**src/design/dac_pkg.sv**
```systemverilog
// package of the two-channel 8-bit converter control block
// assumes a 20-bit byte address bus and 8-bit register data
package dac_pkg;

  // ==========================================================
  // register map, byte addresses
  localparam logic [19:0] ADDR_CODE_CH0 = 20'hFFF9C;
  localparam logic [19:0] ADDR_CODE_CH1 = 20'hFFF9D;
  localparam logic [19:0] ADDR_CONV_CTRL = 20'hFFF9E;
  localparam logic [19:0] ADDR_STBY_CTRL = 20'hEE01A;

  // ==========================================================
  // reset values
  localparam logic [7:0] RST_CODE = 8'h00;
  localparam logic [7:0] RST_CONV_CTRL = 8'h1F;
  localparam logic [7:0] RST_STBY_CTRL = 8'hFE;
  localparam logic [7:0] RD_UNMAPPED = 8'h00;

  // ==========================================================
  // field positions
  localparam int BIT_CH1_OE = 7;
  localparam int BIT_CH0_OE = 6;
  localparam int BIT_JOINT = 5;
  localparam int BIT_KEEP = 0;
  localparam logic [7:0] CONV_RSVD_MASK = 8'h1F;
  localparam logic [7:0] STBY_RSVD_MASK = 8'hFE;

  // ==========================================================
  // carriers
  typedef struct packed {
    logic ch1_oe;
    logic ch0_oe;
    logic joint;
  } dac_ctrl_type;

  typedef struct packed {
    logic conv_en;
    logic out_en;
    logic [7:0] code;
  } dac_chan_type;

endpackage

```
**src/design/dac_code_reg.sv**
```systemverilog
// one 8-bit channel code register
// assumes clear and write are decided by the caller
`timescale 1ns/10ps
module dac_code_reg (
  input wire logic clock,
  input wire logic rst_n,
  input wire logic clk_en,
  input wire logic clear,
  input wire logic wr_en,
  input wire logic [7:0] wdata,
  output logic [7:0] code_q
);

  // ==========================================================
  // storage; clear wins over a write
  always_ff @(posedge clock or negedge rst_n) begin
    if (!rst_n) begin
      code_q <= dac_pkg::RST_CODE;
    end else if (clk_en) begin
      if (clear) begin
        code_q <= dac_pkg::RST_CODE;
      end else if (wr_en) begin
        code_q <= wdata;
      end
    end
  end

endmodule

```
**src/design/dac_enable_dec.sv**
```systemverilog
// decode of conversion and output enables from control fields
// purely combinational, outputs follow the inputs in the same cycle without a clock
`timescale 1ns/10ps
module dac_enable_dec (
  input dac_pkg::dac_ctrl_type ctrl,
  input wire logic out_allow,
  output logic conv0,
  output logic conv1,
  output logic oe0,
  output logic oe1
);

  // ==========================================================
  // decode
  always_comb begin
    conv0 = ctrl.ch0_oe | (ctrl.ch1_oe & ctrl.joint);
    conv1 = ctrl.ch1_oe | (ctrl.ch0_oe & ctrl.joint);
    oe0 = ctrl.ch0_oe & out_allow;
    oe1 = ctrl.ch1_oe & out_allow;
  end

endmodule

```
**src/design/dac_control.sv**
```systemverilog
// control logic of a two-channel 8-bit digital-to-analog converter
// assumes a plain register port and standby levels from the system
// What this block does
// - two 8-bit read/write channel code registers
// - enabled channel continuously presents its code
// - code registers clear on reset and standby
// - keep bit preserves codes through software standby
// - control register loads 0x1F on reset, standby
// - keep bit preserves control through software standby
// - bit 7 enables channel 1 conversion, output
// - bit 6 enables channel 0 conversion, output
// - bit 5 selects joint conversion control
// - pin drive follows own output enable, masked in hardware standby and in software standby without keep
// - both enables low disables all conversion
// - ch0 only, joint off: convert ch0 only
// - ch0 only, joint on: convert both
// - ch1 only, joint off: convert ch1 only
// - ch1 with joint or ch0: convert both
// - control bits 4..0 read one, not writable
// - standby bit 0 keeps output, resets zero
// - rewriting a code converts new value at once
`timescale 1ns/10ps
module dac_control (
  input wire logic clock,
  input wire logic rst_n,
  input wire logic clk_en,
  input wire logic [19:0] addr,
  input wire logic [7:0] wdata,
  input wire logic wr_stb,
  input wire logic rd_stb,
  output logic [7:0] rdata_q,
  input wire logic soft_standby,
  input wire logic hw_standby,
  output dac_pkg::dac_chan_type analog_out_ch0,
  output dac_pkg::dac_chan_type analog_out_ch1
);

  // ==========================================================
  // declarations
  logic soft_standby_q;
  logic standby_entry;
  logic keep_q;
  logic clear_regs;
  logic bus_ok;
  logic wr_code0;
  logic wr_code1;
  logic [7:0] code0_q;
  logic [7:0] code1_q;
  dac_pkg::dac_ctrl_type ctrl_q;
  logic out_allow;
  logic conv0;
  logic conv1;
  logic oe0;
  logic oe1;
  logic [7:0] rd_mux;

  // ==========================================================
  // helpers
  function automatic logic hit(input logic [19:0] a,
                               input logic [19:0] base);
    hit = (a == base);
  endfunction

  function automatic dac_pkg::dac_ctrl_type ctrl_of(input logic [7:0] v);
    ctrl_of.ch1_oe = v[dac_pkg::BIT_CH1_OE];
    ctrl_of.ch0_oe = v[dac_pkg::BIT_CH0_OE];
    ctrl_of.joint = v[dac_pkg::BIT_JOINT];
  endfunction

  // ==========================================================
  // standby tracking
  always_ff @(posedge clock or negedge rst_n) begin
    if (!rst_n) begin
      soft_standby_q <= 1'b0;
    end else if (clk_en) begin
      soft_standby_q <= soft_standby;
    end
  end

  assign standby_entry = soft_standby & ~soft_standby_q;
  // hardware standby always clears; software standby only without keep
  assign clear_regs = hw_standby | (standby_entry & ~keep_q);
  assign bus_ok = ~hw_standby & ~soft_standby;
  assign wr_code0 = wr_stb & bus_ok & hit(addr, dac_pkg::ADDR_CODE_CH0);
  assign wr_code1 = wr_stb & bus_ok & hit(addr, dac_pkg::ADDR_CODE_CH1);

  // ==========================================================
  // standby control register, keep bit
  always_ff @(posedge clock or negedge rst_n) begin
    if (!rst_n) begin
      keep_q <= dac_pkg::RST_STBY_CTRL[dac_pkg::BIT_KEEP];
    end else if (clk_en) begin
      if (hw_standby) begin
        keep_q <= dac_pkg::RST_STBY_CTRL[dac_pkg::BIT_KEEP];
      end else if (wr_stb & bus_ok &
                   hit(addr, dac_pkg::ADDR_STBY_CTRL)) begin
        keep_q <= wdata[dac_pkg::BIT_KEEP];
      end
    end
  end

  // ==========================================================
  // converter control register
  always_ff @(posedge clock or negedge rst_n) begin
    if (!rst_n) begin
      ctrl_q <= ctrl_of(dac_pkg::RST_CONV_CTRL);
    end else if (clk_en) begin
      if (clear_regs) begin
        ctrl_q <= ctrl_of(dac_pkg::RST_CONV_CTRL);
      end else if (wr_stb & bus_ok &
                   hit(addr, dac_pkg::ADDR_CONV_CTRL)) begin
        ctrl_q <= ctrl_of(wdata);
      end
    end
  end

  // ==========================================================
  // channel code registers
  dac_code_reg u_code0 (
    .clock(clock),
    .rst_n(rst_n),
    .clk_en(clk_en),
    .clear(clear_regs),
    .wr_en(wr_code0),
    .wdata(wdata),
    .code_q(code0_q)
  );

  dac_code_reg u_code1 (
    .clock(clock),
    .rst_n(rst_n),
    .clk_en(clk_en),
    .clear(clear_regs),
    .wr_en(wr_code1),
    .wdata(wdata),
    .code_q(code1_q)
  );

  // ==========================================================
  // enable decode and channel outputs
  assign out_allow = ~hw_standby & (~soft_standby | keep_q);

  dac_enable_dec u_dec (
    .ctrl(ctrl_q),
    .out_allow(out_allow),
    .conv0(conv0),
    .conv1(conv1),
    .oe0(oe0),
    .oe1(oe1)
  );

  always_comb begin
    analog_out_ch0.conv_en = conv0;
    analog_out_ch0.out_en = oe0;
    analog_out_ch0.code = code0_q;
    analog_out_ch1.conv_en = conv1;
    analog_out_ch1.out_en = oe1;
    analog_out_ch1.code = code1_q;
  end

  // ==========================================================
  // read path, data valid only in the cycle after the strobe
  always_comb begin
    rd_mux = dac_pkg::RD_UNMAPPED;
    if (hit(addr, dac_pkg::ADDR_CODE_CH0)) begin
      rd_mux = code0_q;
    end else if (hit(addr, dac_pkg::ADDR_CODE_CH1)) begin
      rd_mux = code1_q;
    end else if (hit(addr, dac_pkg::ADDR_CONV_CTRL)) begin
      rd_mux = dac_pkg::CONV_RSVD_MASK;
      rd_mux[dac_pkg::BIT_CH1_OE] = ctrl_q.ch1_oe;
      rd_mux[dac_pkg::BIT_CH0_OE] = ctrl_q.ch0_oe;
      rd_mux[dac_pkg::BIT_JOINT] = ctrl_q.joint;
    end else if (hit(addr, dac_pkg::ADDR_STBY_CTRL)) begin
      rd_mux = dac_pkg::STBY_RSVD_MASK;
      rd_mux[dac_pkg::BIT_KEEP] = keep_q;
    end
  end

  always_ff @(posedge clock or negedge rst_n) begin
    if (!rst_n) begin
      rdata_q <= dac_pkg::RD_UNMAPPED;
    end else if (clk_en) begin
      rdata_q <= rd_stb ? rd_mux : dac_pkg::RD_UNMAPPED;
    end
  end
endmodule

```
**config.mk**
```make
export PLATFORM = sky130hd
export DESIGN_NAME = dac_control
export DESIGN_NICKNAME = d
export VERILOG_FILES = /design/src/design/dac_pkg.sv /design/src/design/dac_code_reg.sv /design/src/design/dac_enable_dec.sv /design/src/design/dac_control.sv
export SDC_FILE = /design/constraint.sdc
export NUM_CORES = 1
export LEC_CHECK = 0
export ABC_CLOCK_PERIOD_IN_PS = 2200
export BUFFER_PORTS_ARGS = -buffer_cell sky130_fd_sc_hd__buf_2
export CORE_ASPECT_RATIO = 1.5
export CORE_MARGIN = 2
export CORE_UTILIZATION = 50
export CTS_BUF_LIST = sky130_fd_sc_hd__clkbuf_8
export DETAILED_ROUTE_END_ITERATION = 12
export PLACE_DENSITY = 0.82
export SYNTH_ARGS = -nofsm -noshare
export SYNTH_HDL_FRONTEND = slang
export SYNTH_SLANG_ARGS = --single-unit
```
**constraint.sdc**
```tcl
create_clock -name clock -period 2.2 [get_ports clock]
set_input_delay 0.33 -clock clock [delete_from_list [all_inputs] [get_ports clock]]
set_output_delay 0.33 -clock clock [all_outputs]
set_load 0.02 [all_outputs]
```
# After elaboration in Yosys (flattened, before gate mapping)

Cells that the tools add are included.
Widths: inputs -> output; s select.

Register bits: 29
Latch bits: 0
Memory bits (writable): 0
Memory bits (read-only): 0
Bits of input ports: 35
Output and inout bits: 28
Word-level logic and storage cells: 54
Memories: 0

$add $sub $neg: 0
Multiply operators: 0
Divide/modulo/power cells: 0
Magnitude comparators: 0
Equality and inequality tests: 4
Shift-type cells: 0
Mux-type cells: 13
Bitwise operators: 21
Reductions and logical operators: 8

Operator list:

| operator             | count |
|---|---|
| $eq 20x20->1 const B | 4 |
| $mux 8               | 9 |
| $and 1x1->1          | 13 |
| $reduce_and 2->1     | 4 |
| $reduce_bool 2->1    | 4 |
| $mux 3               | 2 |
| $not 1->1            | 4 |
| $or 1x1->1           | 4 |
| $mux 1               | 2 |

# Longest topological paths before layout

Depth in word-level cells: 6
Mapped depth: 7
Depth with buffers taken out: 5

# Cells and area by module

A second synthesis with hierarchy kept.

Cell total of the unflattened synthesis: 204
Area, all modules: 1963.1 µm²

Modules (own cells, without submodules):

| module         | instances | cells each | area each (µm²) | seq. area each (µm²) |
|---|---|---|---|---|
| dac_control    | 1         | 112        | 982.2           | 325.3 |
| dac_code_reg   | 2         | 44         | 475.5           | 200.2 |
| dac_enable_dec | 1         | 4          | 30.0            | 0.0 |

# Least setup slack after synthesis

No wires, ideal clock.

Kind: input to register
Start point: input port addr[5]
End point: register rdata_q[0]
Library setup time: 0.124 ns
Arrival time: 1.802 ns
Data required time: 2.076 ns
Slack: 0.274 ns
Stages: 6
Buffers on the path: 1
Cells stage by stage: nand4b_1 > or4b_1 > buf_6 > or4_4 > o21ai_1 > o2bb2ai_1

Cells in the longest elaborated chain, start to end: 6
Elaborated cells between the ends (all ways): 9
Classes of those cells: eq/ne: 4; mux: 5

RTL lines:

| what                   | line               | RTL |
|---|---|---|
| start: declaration     | dac_control.sv:27  | `input wire logic [19:0] addr,` |
| $eq 20x20->1           | dac_control.sv:61  | `hit = (a == base);` |
| $mux 8                 | dac_control.sv:174 | `end else if (hit(addr, dac_pkg::ADDR_STBY_CTRL)) begin` |
| $mux 8                 | dac_control.sv:169 | `end else if (hit(addr, dac_pkg::ADDR_CONV_CTRL)) begin` |
| $mux 8                 | dac_control.sv:167 | `end else if (hit(addr, dac_pkg::ADDR_CODE_CH1)) begin` |
| $mux 8 *               | dac_control.sv:165 | `if (hit(addr, dac_pkg::ADDR_CODE_CH0)) begin` |
| $mux 8 *               | dac_control.sv:184 | `rdata_q <= rd_stb ? rd_mux : dac_pkg::RD_UNMAPPED;` |
| end signal: assignment | dac_control.sv:182 | `rdata_q <= dac_pkg::RD_UNMAPPED;` |
| end signal: assignment | dac_control.sv:184 |  |
| end: declaration       | dac_control.sv:31  | `output logic [7:0] rdata_q,` |

Mark *: on every way between the ends. The rest lies on a longest branch, timed or not.
A chain may end at the register's enable or synchronous reset.

# Worst setup path in the final report

Start point: input port addr[5]
End point: register u_code0.code_q[6]

Cells in the longest elaborated chain, start to end: 4

RTL lines:

| what                               | line               | RTL |
|---|---|---|
| $eq 20x20->1                       | dac_control.sv:61  |  |
| $and 1x1->1                        | dac_control.sv:84  | `assign wr_code0 = wr_stb & bus_ok & hit(addr, dac_pkg::ADDR_CODE_CH0);` |
| $reduce_bool 2->1 (no source line) | -                  |  |
| $reduce_and 2->1 (no source line)  | -                  |  |
| end signal: assignment             | dac_code_reg.sv:18 | `code_q <= dac_pkg::RST_CODE;` |
| end signal: assignment             | dac_code_reg.sv:21 | `code_q <= dac_pkg::RST_CODE;` |
| end signal: assignment             | dac_code_reg.sv:23 | `code_q <= wdata;` |
| end: declaration                   | dac_code_reg.sv:11 | `output logic [7:0] code_q` |

Every way passes these cells.

==> flow_summary.toml <==
[run_status]
status = "finished clean"

[floorplan]
die-area_sq_um = 3570
ios = 63
rows = 24
die_h_microns = 72.1
initial_utilization = 0.526
die_w_microns = 49.4
core_area_sq_um = 2940

[synth]
syn_inst = 145
synth-edff-count = 0
yosysWarnings = 0
ys_seq_elements = 29
ys_seq_area_frac = 0.469
ys.flop_type = "dfrtp_1"
synth_nets = 180
syn_area_sq_um = 1550
async_reset_ff_frac = 1.00
postSynthAreaPerCell_sq_um = 10.7
ys_types = 33

[timing]
tns_ps = 0
tightest_slew_ps = 645
fmax_mhz = 530
finClkSkew_ps = 5.42
hold_violations = 0
rsz0062_at_grt = "no"
setup_violations = 0
slew_violations = 0
layout_min_cycle_time_ps = 1890
layout_worst_path_cycle_share = 0.858
max-slew-margin-rel = 0.570

[final_layout]
seq_area_sq_um = 726
multi_input_area_sq_um = 706
fillers = 264
layout-drive-gt1-share = 0.408
fin_util = 0.656
final_nets = 240
finish.instance_area_sq_um = 1930
antenna_cells = 0
syn2layout_area_growth_pct = 24.7

[pwr]
power_leakage_nw = 0.998
ir_worst_vdd_mv = 0.485
power-per-cell-area_nw_per_um2 = 542

[clock_tree]
cts_buffers = 5
htreeDepth = 2
cts_tree = "built"
clockRootBuffer = "clkbuf_8"
post_cts_buffers = 0
clkTransAtPathRegs_ps = 60
ctsResizeCount = 0
insertion_delay_ps = 280
clock_path_buffers = 2
cts-hold-fix-buffers = 0
clock_sinks = 29

[global_route]
grt_pass1_wl_mm = 6.85
antenna_found_initial = 0
grt_pass1_vias = 1452
grt_max_degree = 30
grt.overflow.total = 0
gr-usage-all-layers = 0.251

[setup_path]
crit_path_max_fanout = 8
cp-end-kind = "flip-flop"
r2r_slack_ps = 860
rr_startpoint = "keep_q"
path_class = "in2reg"
worstPathRequired_ps = 2410
reg2reg_depth = 4
critPathArrivalTime_ps = 2100
start_kind = "input port"
r2r-end = "u_code0.code_q[6]"

[routing]
firstDrtPassIters = 4
wire_per_inst_microns = 16.4
postRouteAntennaNets = 0
drt_iter0_drc = 47
drc_errors = 0
totalWireLength_mm = 4.03
via_count = 1426
via_per_inst = 5.82

[job]
cap_violations = 0

[place]
place_area_sq_um = 1850
io_buffers = 62
gp_congestion = 0.837
hpwl_mm = 3.11

[hold_path]
hold_path_class = "in2async"
layout make-up:
class	instances	share of cell area
sequential	29	0.376
multi-input combinational	95	0.366
timing repair buffer	65	0.173
clock buffer	5	0.0357
tap	39	0.0253
inverter	9	0.0175
clock inverter	3	0.00713
power by group:
| group | internal, mW | switching, mW |
|---|---|---|
| logic | 0.0362 | 0.0634 |
| clock network | 0.214 | 0.197 |
| registers | 0.535 | 0.000455 |
Yosys cell counts (2+ instances only):
library cell / instances / area (sq um)
o22ai_1: 3 / 18.8
inv_1: 9 / 33.8
a21oi_1: 6 / 30.0
nor4_4: 2 / 42.5
a22o_1: 15 / 131
buf_4: 4 / 30.0
nor2_1: 4 / 15.0
a21o_1: 3 / 22.5
o2bb2ai_1: 6 / 52.6
o21ai_1: 7 / 35.0
buf_6: 3 / 33.8
dfrtp_1: 29 / 726
nor2b_1: 2 / 12.5
nor4_1: 2 / 12.5
o21ai_2: 2 / 17.5
nand2b_1: 2 / 12.5
a32o_1: 7 / 70.1
nand2_1: 6 / 22.5
o21ai_0: 7 / 35.0
nand4_1: 3 / 18.8
a31o_2: 3 / 26.3
and2_1: 5 / 31.3
clkbuf_1: 5 / 18.8
how the worst max path moves through the flow:
stage | endpoint | cells after the start | slack, ps | startpoint
final | u_code0.code_q[6] | 7 | 310 | addr[5]
after global placement | rdata_q[3] | 7 | 100 | addr[5]
after floorplan | rdata_q[0] | 6 | 270 | addr[5]
after global routing | u_code1.code_q[4] | 7 | 180 | addr[5]
after CTS | u_code0.code_q[6] | 7 | 310 | addr[5]
after detailed placement | u_code1.code_q[4] | 7 | 50 | addr[5]
critical path, stage by stage:
cell and delay [ps]:
buf_2 90, nand4b_1 140, or4b_1 460, buf_4 200, nor4b_4 360, and2_1 330
a22o_1 190
sequential cells by signal, summed over array words and instances, names as in the netlist:
register	cells
rdata_q	8
u_code1.code_q	8
u_code0.code_q	8
soft_standby_q	1
ctrl_q	3
keep_q	1
metrics by stage:
stage          power [mW]  hold slack, ps  worst slack, ps  instances
2_1_floorplan       0.586            34.4              274        145
3_3_place_gp        0.639             364              102        237
3_5_place_dp        0.644             384             51.7        237
4_1_cts              1.05            84.6              315        245
5_1_grt              1.08             119              185        245
6_report             1.05            71.6              313        245
cell usage in the layout, fill, tap and decap left out, types with 2 or more instances in the layout:
master / synthesis / final
nor4_1: 2 / 2
a32o_1: 7 / 7
nor2_1: 4 / 4
o2bb2ai_1: 6 / 6
nor2b_1: 2 / 2
dfrtp_1: 29 / 29
o21ai_1: 7 / 7
clkbuf_8: 0 / 5
o22ai_1: 3 / 3
buf_2: 0 / 62
nand2b_1: 2 / 2
o21ai_0: 7 / 7
and2_1: 5 / 5
o21ai_2: 2 / 2
inv_1: 9 / 10
nand2_1: 6 / 6
buf_4: 4 / 3
a21o_1: 3 / 3
nand4_1: 3 / 3
a22o_1: 15 / 15
a21oi_1: 6 / 6
clkinv_2: 0 / 2
nor4_4: 2 / 2
a31o_2: 3 / 3
routing by layer:
metal / global-route usage / part of all wire / vias up / wire (microns)
li1: - / - / 667 / -
met1: 0.286 / 0.40 / 708 / 1610
met2: 0.452 / 0.54 / 45 / 2170
met3: 0.0597 / 0.049 / 6 / 197
met4: 0.0926 / 0.014 / 0 / 57
met5: 0 / 0 / - / 0
kinds of logic after synthesis:
kind of cell | after synthesis | synth area share
AO/OA/AOI/OAI | 60 | 0.289
buffers and inverters | 21 | 0.0752
flip-flops | 29 | 0.469
AND/OR/NAND/NOR | 35 | 0.167
No activity file was read; power rests on OpenSTA's default activity.
